--- src/core/mouse_sensor_defs.vh ---
`ifndef MOUSE_SENSOR_DEFS_VH
`define MOUSE_SENSOR_DEFS_VH

// register offsets (7-bit serial address space)
`define OFF_DIAG_RESULT_FIRST   7'h0C
`define OFF_DIAG_RESULT_SECOND  7'h0D
`define OFF_DIAG_RESULT_THIRD   7'h0E
`define OFF_DIAG_RESULT_FOURTH  7'h0F
`define OFF_DIAG_START_CONTROL  7'h10
`define OFF_SENSOR_SETUP        7'h11
`define OFF_FRAME_ACTIVITY_MON  7'h2E
`define OFF_SOFT_RESET_KEY      7'h3A
`define OFF_COMPLEMENT_REV      7'h3E
`define OFF_COMPLEMENT_PART     7'h3F
`define OFF_BURST_READOUT       7'h42

// healthy self-test signature bytes
`define SIG_FIRST               8'hAF
`define SIG_SECOND              8'h4E
`define SIG_THIRD               8'h31
`define SIG_FOURTH              8'h22

// field positions and values
`define DIAG_TRIGGER_BIT        0
`define CPI_SELECT_BIT          7
`define SLEEP_FORCE_HI          5
`define SLEEP_FORCE_LO          4
`define SETUP_RESET             8'h03
`define SOFT_RESET_KEY_VAL      8'h5A
`define FRAME_FLAGS_ALL         4'hF
`define MOTION_FLAG_BIT         7

// burst framing
`define BURST_BYTES             3'd7
`define BURST_CLEAR_AFTER       3'd3

// self-test duration
`define MCLK_HZ                 125000000
`define SELFTEST_TIME_MS        250
`define SELFTEST_CYCLES         (`SELFTEST_TIME_MS * (`MCLK_HZ / 1000))

`endif

--- src/core/byte_fifo.v ---
`timescale 1ns/1ps
// small synchronous fifo with valid/ready on both sides
module byte_fifo #(
   parameter WIDTH = 8,
   parameter DEPTH = 16,
   parameter AW    = 4
) (
   input  wire             i_mclk,
   input  wire             i_rst_n,
   input  wire             i_clear,
   input  wire             i_in_valid,
   output wire             o_in_ready,
   input  wire [WIDTH-1:0] i_in_data,
   output wire             o_out_valid,
   input  wire             i_out_ready,
   output wire [WIDTH-1:0] o_out_data
);
   reg [WIDTH-1:0] mem [0:DEPTH-1]; // storage
   reg [AW-1:0]    wr_q;            // write pointer
   reg [AW-1:0]    rd_q;            // read pointer
   reg [AW:0]      cnt_q;           // occupancy
   wire            push;
   wire            pop;

   // honest flags from the occupancy count
   assign o_in_ready  = (cnt_q != DEPTH[AW:0]);
   assign o_out_valid = (cnt_q != {(AW+1){1'b0}});
   assign o_out_data  = mem[rd_q];
   assign push        = i_in_valid & o_in_ready;
   assign pop         = o_out_valid & i_out_ready;

   // storage write, no reset needed on data
   always @(posedge i_mclk) begin
      if (push) begin
         mem[wr_q] <= i_in_data;
      end
   end

   // pointers and count
   always @(posedge i_mclk) begin
      if (!i_rst_n || i_clear) begin
         wr_q  <= {AW{1'b0}};
         rd_q  <= {AW{1'b0}};
         cnt_q <= {(AW+1){1'b0}};
      end else begin
         if (push) begin
            wr_q <= (wr_q == DEPTH[AW-1:0] - 1'b1) ? {AW{1'b0}} : wr_q + 1'b1;
         end
         if (pop) begin
            rd_q <= (rd_q == DEPTH[AW-1:0] - 1'b1) ? {AW{1'b0}} : rd_q + 1'b1;
         end
         if (push && !pop) begin
            cnt_q <= cnt_q + 1'b1;
         end else if (pop && !push) begin
            cnt_q <= cnt_q - 1'b1;
         end
      end
   end
endmodule

--- src/core/mouse_sensor_regs.v ---
`timescale 1ns/1ps
`include "mouse_sensor_defs.vh"
module mouse_sensor_regs #(
   parameter        ST_CYCLES = `SELFTEST_CYCLES,
   parameter        ST_W      = 25,
   parameter [7:0]  REV_CODE  = 8'h11,  // arbitrary value
   parameter [7:0]  PART_CODE = 8'h24,  // arbitrary value
   parameter        FIFO_DEPTH = 16
) (
   input  wire        i_mclk,
   input  wire        i_rst_n,
   input  wire        i_ncs_n,
   input  wire        i_sclk,
   input  wire        i_mosi,
   output wire        o_miso,
   output wire        o_miso_oe,
   input  wire        i_frame_tick,
   input  wire [7:0]  i_frame_dx,
   input  wire [7:0]  i_frame_dy,
   input  wire [7:0]  i_squal,
   input  wire [15:0] i_shutter,
   input  wire [7:0]  i_max_pixel,
   input  wire [1:0]  i_power_state,
   output wire        o_cpi_800,
   output wire [1:0]  o_sleep_force,
   output wire        o_selftest_busy,
   output wire        o_tracking_en
);
   // saturating signed add of a frame delta into an accumulator
   function [7:0] sat_add;
      input [7:0] acc;
      input [7:0] inc;
      reg   [8:0] sum;
      begin
         sum = {acc[7], acc} + {inc[7], inc};
         if (sum[8] != sum[7]) begin
            sat_add = sum[8] ? 8'h80 : 8'h7F;
         end else begin
            sat_add = sum[7:0];
         end
      end
   endfunction

   // halve a signed delta when running at the lower resolution
   function [7:0] scale_delta;
      input [7:0] d;
      input       hi_res;
      begin
         scale_delta = hi_res ? d : {d[7], d[7:1]};
      end
   endfunction

   // pin synchronisers, two flops each
   // the link clock is sampled, never used as a clock, so its high and
   // low phases must each last several i_mclk periods to be seen
   reg  [1:0] ncs_s_q;   // chip select
   reg  [1:0] sclk_s_q;  // serial clock
   reg  [1:0] mosi_s_q;  // serial data in
   reg        sclk_d_q;  // last synced clock, for edges
   wire       sel;
   wire       sclk_rise;
   wire       sclk_fall;

   // internal reset: pin reset or the keyed soft reset
   reg        soft_rst_q;
   wire       rst_all;
   assign rst_all = ~i_rst_n | soft_rst_q;

   // register state
   reg  [7:0] setup_q;      // sensor setup byte
   reg  [3:0] tick_q;       // frame tick flags
   reg  [7:0] acc_dx_q;     // accumulated x motion
   reg  [7:0] acc_dy_q;     // accumulated y motion
   reg        st_busy_q;    // self-test running
   reg        st_done_q;    // self-test finished, results valid
   reg  [ST_W-1:0] st_cnt_q;

   // serial engine state
   reg  [2:0] bit_q;        // bit within byte
   reg  [7:0] rx_q;         // incoming shift register
   reg  [7:0] tx_q;         // outgoing shift register
   reg        addr_ph_q;    // first byte of a frame still pending
   reg        wr_q;         // frame is a write
   reg        burst_q;      // frame is a burst read
   reg  [6:0] addr_q;       // latched address
   reg  [2:0] bcnt_q;       // burst bytes loaded
   reg  [2:0] fill_q;       // burst bytes pushed
   reg        filling_q;    // burst snapshot in progress

   // fifo wires
   // deeper than one burst, so the fill never waits in practice
   wire       f_in_ready;
   wire       f_out_valid;
   wire [7:0] f_out_data;
   reg  [7:0] f_in_data;
   wire       f_pop;
   wire [1:0] power_state;

   assign sel       = ~ncs_s_q[1];
   assign sclk_rise = sel & sclk_s_q[1] & ~sclk_d_q;
   assign sclk_fall = sel & ~sclk_s_q[1] & sclk_d_q;
   assign o_miso    = tx_q[7];
   assign o_miso_oe = sel;
   assign o_cpi_800     = setup_q[`CPI_SELECT_BIT];
   assign o_sleep_force = setup_q[`SLEEP_FORCE_HI:`SLEEP_FORCE_LO];
   assign o_selftest_busy = st_busy_q;
   // tracking stays halted after a self-test until a reset
   assign o_tracking_en = ~st_busy_q & ~st_done_q;
   // forced sleep overrides the automatic power state in the report
   assign power_state = (o_sleep_force != 2'b00) ? o_sleep_force : i_power_state;

   // byte boundary: load at first falling edge of a data byte
   wire load_slot = sclk_fall & ~addr_ph_q & ~wr_q & (bit_q == 3'd0);
   assign f_pop   = load_slot & burst_q;

   // synchronise pins; reset only to constants
   always @(posedge i_mclk) begin
      if (!i_rst_n) begin
         ncs_s_q  <= 2'b11;
         sclk_s_q <= 2'b11;
         mosi_s_q <= 2'b00;
         sclk_d_q <= 1'b1;
      end else begin
         ncs_s_q  <= {ncs_s_q[0], i_ncs_n};
         sclk_s_q <= {sclk_s_q[0], i_sclk};
         mosi_s_q <= {mosi_s_q[0], i_mosi};
         sclk_d_q <= sclk_s_q[1];
      end
   end

   // read data for single-register reads
   reg [7:0] rd_data;
   always @* begin
      rd_data = 8'h00;
      case (addr_q)
         `OFF_DIAG_RESULT_FIRST:  rd_data = st_done_q ? `SIG_FIRST : 8'h00;
         `OFF_DIAG_RESULT_SECOND: rd_data = st_done_q ? `SIG_SECOND : 8'h00;
         `OFF_DIAG_RESULT_THIRD:  rd_data = st_done_q ? `SIG_THIRD : 8'h00;
         `OFF_DIAG_RESULT_FOURTH: rd_data = st_done_q ? `SIG_FOURTH : 8'h00;
         `OFF_SENSOR_SETUP:       rd_data = setup_q;
         `OFF_FRAME_ACTIVITY_MON: rd_data = {2'b00, power_state, tick_q};
         `OFF_COMPLEMENT_REV:     rd_data = ~REV_CODE;
         `OFF_COMPLEMENT_PART:    rd_data = ~PART_CODE;
         default:                 rd_data = 8'h00;
      endcase
      // a stray read during the test sees zeros, never half-built results
      // results are withheld while the test runs
      if (st_busy_q) begin
         rd_data = 8'h00;
      end
   end

   // snapshot byte selector for the burst stream, in transmit order
   always @* begin
      f_in_data = 8'h00;
      case (fill_q)
         3'd0:    f_in_data = {(acc_dx_q != 8'h00) | (acc_dy_q != 8'h00), 7'h00};
         3'd1:    f_in_data = acc_dy_q;
         3'd2:    f_in_data = acc_dx_q;
         3'd3:    f_in_data = i_squal;
         3'd4:    f_in_data = i_shutter[15:8];
         3'd5:    f_in_data = i_shutter[7:0];
         3'd6:    f_in_data = i_max_pixel;
         default: f_in_data = 8'h00;
      endcase
   end

   // snapshot taken right after the address byte, so all seven bytes
   // describe one instant even when the link drains them slowly
   // burst staging buffer; fill stalls when it is full
   byte_fifo #(
      .WIDTH (8),
      .DEPTH (FIFO_DEPTH),
      .AW    (4)
   ) u_burst_fifo (
      .i_mclk      (i_mclk),
      .i_rst_n     (~rst_all),
      .i_clear     (~sel),
      .i_in_valid  (filling_q),
      .o_in_ready  (f_in_ready),
      .i_in_data   (f_in_data),
      .o_out_valid (f_out_valid),
      .i_out_ready (f_pop),
      .o_out_data  (f_out_data)
   );

   // a frame may be cut anywhere; deselect rewinds to the address phase
   // serial engine: sample on rising, shift out on falling (mode 3)
   reg        byte_done;
   reg [7:0]  rx_byte;
   always @* begin
      rx_byte   = {rx_q[6:0], mosi_s_q[1]};
      byte_done = sclk_rise & (bit_q == 3'd7);
   end

   always @(posedge i_mclk) begin
      if (rst_all || !sel) begin
         // frame boundary drops any half-sent byte
         bit_q     <= 3'd0;
         rx_q      <= 8'h00;
         tx_q      <= 8'h00;
         addr_ph_q <= 1'b1;
         wr_q      <= 1'b0;
         burst_q   <= 1'b0;
         addr_q    <= 7'h00;
         bcnt_q    <= 3'd0;
      end else begin
         if (sclk_rise) begin
            rx_q  <= rx_byte;
            bit_q <= bit_q + 3'd1;
         end
         // address byte decides the frame kind
         if (byte_done && addr_ph_q) begin
            addr_ph_q <= 1'b0;
            wr_q      <= rx_byte[7];
            addr_q    <= rx_byte[6:0];
            burst_q   <= ~rx_byte[7] & (rx_byte[6:0] == `OFF_BURST_READOUT);
         end
         // outgoing byte: fresh load at the boundary, else shift
         if (load_slot) begin
            if (burst_q) begin
               tx_q   <= f_out_valid ? f_out_data : 8'h00;
               bcnt_q <= (bcnt_q == `BURST_BYTES) ? bcnt_q : bcnt_q + 3'd1;
            end else begin
               tx_q <= rd_data;
            end
         end else if (sclk_fall) begin
            tx_q <= {tx_q[6:0], 1'b0};
         end
      end
   end

   // one byte staged per cycle, far faster than the link drains them
   // burst snapshot fill, paced by fifo ready
   always @(posedge i_mclk) begin
      if (rst_all || !sel) begin
         fill_q    <= 3'd0;
         filling_q <= 1'b0;
      end else if (byte_done && addr_ph_q && !rx_byte[7]
                   && rx_byte[6:0] == `OFF_BURST_READOUT && !st_busy_q) begin
         fill_q    <= 3'd0;
         filling_q <= 1'b1;
      end else if (filling_q && f_in_ready) begin
         fill_q    <= fill_q + 3'd1;
         filling_q <= (fill_q != `BURST_BYTES - 3'd1);
      end
   end

   // write decode, taken when the data byte completes
   wire wr_strobe = byte_done & ~addr_ph_q & wr_q & ~st_busy_q;
   // clear motion after the third burst byte has been shifted out
   wire burst_clr = byte_done & burst_q & (bcnt_q == `BURST_CLEAR_AFTER);

   // a wrong key is dropped; only the exact value resets the bank
   // keyed soft reset: one-cycle pulse into the internal reset
   always @(posedge i_mclk) begin
      if (!i_rst_n) begin
         soft_rst_q <= 1'b0;
      end else begin
         soft_rst_q <= wr_strobe & (addr_q == `OFF_SOFT_RESET_KEY)
                       & (rx_byte == `SOFT_RESET_KEY_VAL);
      end
   end

   // sensor setup register
   always @(posedge i_mclk) begin
      if (rst_all) begin
         setup_q <= `SETUP_RESET;
      end else if (wr_strobe && addr_q == `OFF_SENSOR_SETUP) begin
         setup_q <= rx_byte;
      end
   end

   // frame flags: a frame tick wins over a simultaneous clear
   always @(posedge i_mclk) begin
      if (rst_all) begin
         tick_q <= 4'h0;
      end else if (i_frame_tick) begin
         tick_q <= `FRAME_FLAGS_ALL;
      end else if (wr_strobe && addr_q == `OFF_FRAME_ACTIVITY_MON) begin
         tick_q <= 4'h0;
      end
   end

   // the count width must hold the full duration at the system clock
   // self-test timer; the sensor is deaf to the port meanwhile
   always @(posedge i_mclk) begin
      if (rst_all) begin
         st_busy_q <= 1'b0;
         st_done_q <= 1'b0;
         st_cnt_q  <= {ST_W{1'b0}};
      end else if (st_busy_q) begin
         if (st_cnt_q == ST_CYCLES[ST_W-1:0] - 1'b1) begin
            st_busy_q <= 1'b0;
            st_done_q <= 1'b1;
         end else begin
            st_cnt_q <= st_cnt_q + 1'b1;
         end
      end else if (wr_strobe && addr_q == `OFF_DIAG_START_CONTROL
                   && rx_byte[`DIAG_TRIGGER_BIT]) begin
         st_busy_q <= 1'b1;
         st_done_q <= 1'b0;
         st_cnt_q  <= {ST_W{1'b0}};
      end
   end

   // saturation keeps a long unread run from wrapping to the other sign
   // halving at the lower resolution happens before accumulation
   // motion accumulators; a new frame delta survives a clear
   always @(posedge i_mclk) begin
      if (rst_all) begin
         acc_dx_q <= 8'h00;
         acc_dy_q <= 8'h00;
      end else if (i_frame_tick && o_tracking_en) begin
         acc_dx_q <= sat_add(burst_clr ? 8'h00 : acc_dx_q,
                             scale_delta(i_frame_dx, o_cpi_800));
         acc_dy_q <= sat_add(burst_clr ? 8'h00 : acc_dy_q,
                             scale_delta(i_frame_dy, o_cpi_800));
      end else if (burst_clr) begin
         acc_dx_q <= 8'h00;
         acc_dy_q <= 8'h00;
      end
   end
endmodule

--- config.mk ---
export PLATFORM = sky130hd
export DESIGN_NAME = mouse_sensor_regs
export DESIGN_NICKNAME = d
export VERILOG_FILES = /design/src/core/byte_fifo.v /design/src/core/mouse_sensor_regs.v
export VERILOG_INCLUDE_DIRS = /design/src /design/src/core
export SDC_FILE = /design/constraint.sdc
export NUM_CORES = 1
export LEC_CHECK = 0
export BUFFER_PORTS_ARGS = -buffer_cell sky130_fd_sc_hd__buf_2
export CAP_MARGIN = 10
export CORE_ASPECT_RATIO = 2
export CORE_MARGIN = 10
export CORE_UTILIZATION = 30
export CTS_CLUSTER_DIAMETER = 30
export DETAILED_ROUTE_END_ITERATION = 8
export HOLD_SLACK_MARGIN = 0.06
export MAX_ROUTING_LAYER = met4
export PLACE_DENSITY = 0.43
export RECOVER_POWER = 25
export SLEW_MARGIN = 25
export SYNTH_ARGS = -nofsm -noshare
export SYNTH_HDL_FRONTEND = slang
export SYNTH_HIERARCHICAL = 1
export SYNTH_SLANG_ARGS = --single-unit
--- constraint.sdc ---
create_clock -name i_mclk -period 4.7 [get_ports i_mclk]
set_input_delay 0.47 -clock i_mclk [delete_from_list [all_inputs] [get_ports i_mclk]]
set_output_delay 0.47 -clock i_mclk [all_outputs]
set_load 0.005 [all_outputs]
==> flow_metrics.py <==
metrics = {
    "floorplan": {
        "initial_core_util_pct": 30.2,
        "die_h_um": 296,
        "coreArea_sq_um": 37800,
        "num_rows": 101,
        "io_pins": 63,
        "die_area_sq_um": 46800,
        "die_x_um": 158,
    },
    "detailed_routing": {
        "drt-total-wl_um": 31500,
        "dr.pass1.iters": 5,
        "routed_via_density": 5.17,
        "postRouteAntennaNets": 0,
        "vias": 7997,
        "wl_per_cell_um": 20.4,
        "drtIter0Drc": 403,
        "drc": 0,
    },
    "final_layout": {
        "fin_nets": 1151,
        "area_delta_synth_final_pct": 18.4,
        "fill_cells": 3723,
        "layout-drive-gt1-share_pct": 18.3,
        "multi_input_area_sq_um": 5010,
        "fin_area_sq_um": 13500,
        "ff_latch_area_sq_um": 6090,
        "diodes": 0,
    },
    "place": {
        "place_congestion": 0.814,
        "dp_slack_ns": 0.633,
        "hpwl_um": 23400,
        "placed_area_sq_um": 12200,
        "portBuffers": 62,
    },
    "hold_path": {
        "worst_hold_path.num_cells": 2,
        "hold_class": "input port to flip-flop",
    },
    "synth": {
        "synth_ff_type": "edfxtp_1",
        "synthCells": 987,
        "synth_top_cell_area_share_pct": 33.6,
        "synth.most_common_cell": "edfxtp_1",
        "synth.yosys.seq_area_share_pct": 53.3,
        "synth_cell_types": 72,
        "synth_common_cells": "edfxtp_1 (128), dfxtp_1 (112), nand2_1 (86), nor2_1 (83), a21oi_1 (61)",
        "syn_avg_cell_area_sq_um": 11.6,
        "ys_async_sr_fraction_pct": 0,
        "synth-edff-count": 128,
        "syn-num-nets": 1083,
        "ys_ff_latch": 240,
        "yosysTopAreaCell": "edfxtp_1",
        "netlist_area_sq_um": 11400,
        "synthTopCellsByArea": "edfxtp_1 (34%), dfxtp_1 (20%), mux4_2 (6.3%), ha_1 (4.1%), nand2_1 (2.8%)",
        "synth_warnings": 6,
    },
    "status": {
        "run_status": "complete, no violations",
    },
    "critical_path": {
        "end_kind": "flip-flop",
        "path_class": "flip-flop to flip-flop",
        "crit_fanout": 11,
        "r2r_cells": 13,
        "worst_setup_path_start_kind": "flip-flop",
        "cp.arrival_ns": 4.51,
        "crit_required_ns": 5.11,
    },
    "sta": {
        "grt_setup_unrepaired": "false",
        "timing.final.crit_share_pct": 87.2,
        "setup_viol": 0,
        "tightest_slew_ns": 1.16,
        "max_freq_ghz": 0.244,
        "finalHoldViolCount": 0,
        "min_period_ns": 4.10,
        "tns_ns": 0,
        "maxSlewHeadroom_pct": 21.8,
        "drv_slew": 0,
        "fin_ws_ns": 0.600,
        "finClkSkew_ns": 0.0139,
    },
    "power_and_ir_drop": {
        "power.density_nw_per_um2": 447,
        "max-vdd-ir-drop_mv": 0.269,
        "power.leakage_nw": 4.49,
    },
    "clock_network": {
        "clockBufferDepth": 3,
        "clkSlewWorstSetupHoldPaths_ns": 0.05,
        "cts_setup_buffers": 0,
        "clock-sinks": 240,
        "hold_buffers": 0,
        "htreeDepth": 2,
        "postCtsResizedCells": 0,
        "cts_buffers": 39,
        "root_buffer": "clkbuf_16",
        "cts_tree": "yes",
        "clkLatencyLatePin_ns": 0.53,
    },
    "grt": {
        "grt_pass1_wl_um": 49000,
        "grt_max_degree": 33,
        "grt.overflow.total": 0,
        "antenna_found_initial": 0,
        "grt_pass1_vias": 8587,
        "track_usage_pct": 14.0,
    },
    "flow_run": {
        "cap_violations": 0,
    },
}
## through the flow
stage	power [mW]	hold WS, ns	instances	utilization, %
2_1_floorplan	2.85	0.386	987	-
3_3_place_gp	3.08	0.429	1477	32.3
3_5_place_dp	3.08	0.437	1477	32.3
4_1_cts	6.13	0.118	1546	35.9
5_1_grt	6.30	0.131	1546	35.8
6_report	6.05	0.133	1546	35.8
## sequential cells by signal, indices dropped and copies added (netlist names), 4 cells and up, named ones only
name	flops
u_burst_fifo/cnt_q	5
setup_q	8
rx_q	7
tx_q	8
u_burst_fifo/wr_q	4
acc_dy_q	8
u_burst_fifo/mem	128
acc_dx_q	8
addr_q	7
st_cnt_q	25
u_burst_fifo/rd_q	4
## power by group
part | switching, mW | internal, mW
logic | 0.360 | 0.303
clock network | 1.05 | 1.96
registers | 0.108 | 2.26
total | 1.52 | 4.53
## logic make-up (layout without fill, tap and decap cells)
logic type | Yosys count | after routing | share of synthesized area [%]
AOI/OAI and AO/OA | 212 | 212 | 13.5
xor gates and xnor gates | 37 | 37 | 2.84
adders and majority gates | 41 | 41 | 4.67
buffers and inverters | 72 | 168 | 2.77
DFF | 240 | 240 | 53.3
muxes | 59 | 59 | 8.87
and+or+nand+nor | 326 | 326 | 14.1
## final cells by class
| class | instances | area share, % |
|---|---|---|
| sequential | 240 | 45.0 |
| inverter | 24 | 0.666 |
| clock buffer | 46 | 7.57 |
| multi-input combinational | 675 | 37.1 |
| tap | 463 | 4.28 |
| clock inverter | 23 | 2.55 |
| timing repair buffer | 75 | 2.81 |
## per-layer routing
| layer | wire length [um] | part of all wire (%) | track usage [%] |
|---|---|---|---|
| met3 | 940 | 3.0 | 2.02 |
| met2 | 18600 | 59 | 27.5 |
| met4 | 992 | 3.1 | 5.29 |
| met1 | 11000 | 35 | 13.1 |
| met5 | 0 | 0 | - |
## placed cells by master (no fill, tap or decap), drive strengths merged, types with 4 or more instances in the layout
cell,Yosys,layout
a2111oi,10,10
a211o,5,5
a211oi,16,16
a21o,8,8
a21oi,61,61
a221o,11,11
a221oi,10,10
a222oi,5,5
a22oi,24,24
a31oi,4,4
and2,8,8
and3,8,8
buf,18,63
bufinv,0,7
clkbuf,30,58
clkinv,1,10
dfxtp,112,112
edfxtp,128,128
ha,37,37
inv,23,29
mux2,18,18
mux2i,9,9
mux4,32,32
nand2,86,86
nand2b,16,16
nand3,36,36
nand3b,4,4
nand4,9,9
nor2,84,84
nor2b,23,23
nor3,17,17
nor4,13,13
nor4b,4,4
o211ai,5,5
o21ai,29,29
o221ai,5,5
or3,5,5
or4,5,5
xnor2,30,30
xor2,7,7
## worst max-delay path, cell delays in order, from the launching register on
cell	delay [ns]
dfxtp_1	0.38
nor2b_1	0.15
buf_4	0.19
and3_1	0.39
and3_1	0.28
nor2b_1	0.07
ha_1	0.22
fa_1	0.43
a211oi_1	0.30
o21bai_1	0.14
a2111oi_0	0.73
mux2_2	0.34
nor2_1	0.07
a221o_1	0.30
## final timing paths
path               startpoint     endpoint  slack (ns)
setup / recovery  sclk_s_q[1]  acc_dy_q[6]        0.60
hold / removal         i_sclk  sclk_s_q[0]        0.13
setup reg to reg  sclk_s_q[1]  acc_dy_q[6]        0.60
hold reg to reg   mosi_s_q[0]  mosi_s_q[1]        0.43
Note: power is estimated with default switching activity, not from simulation.
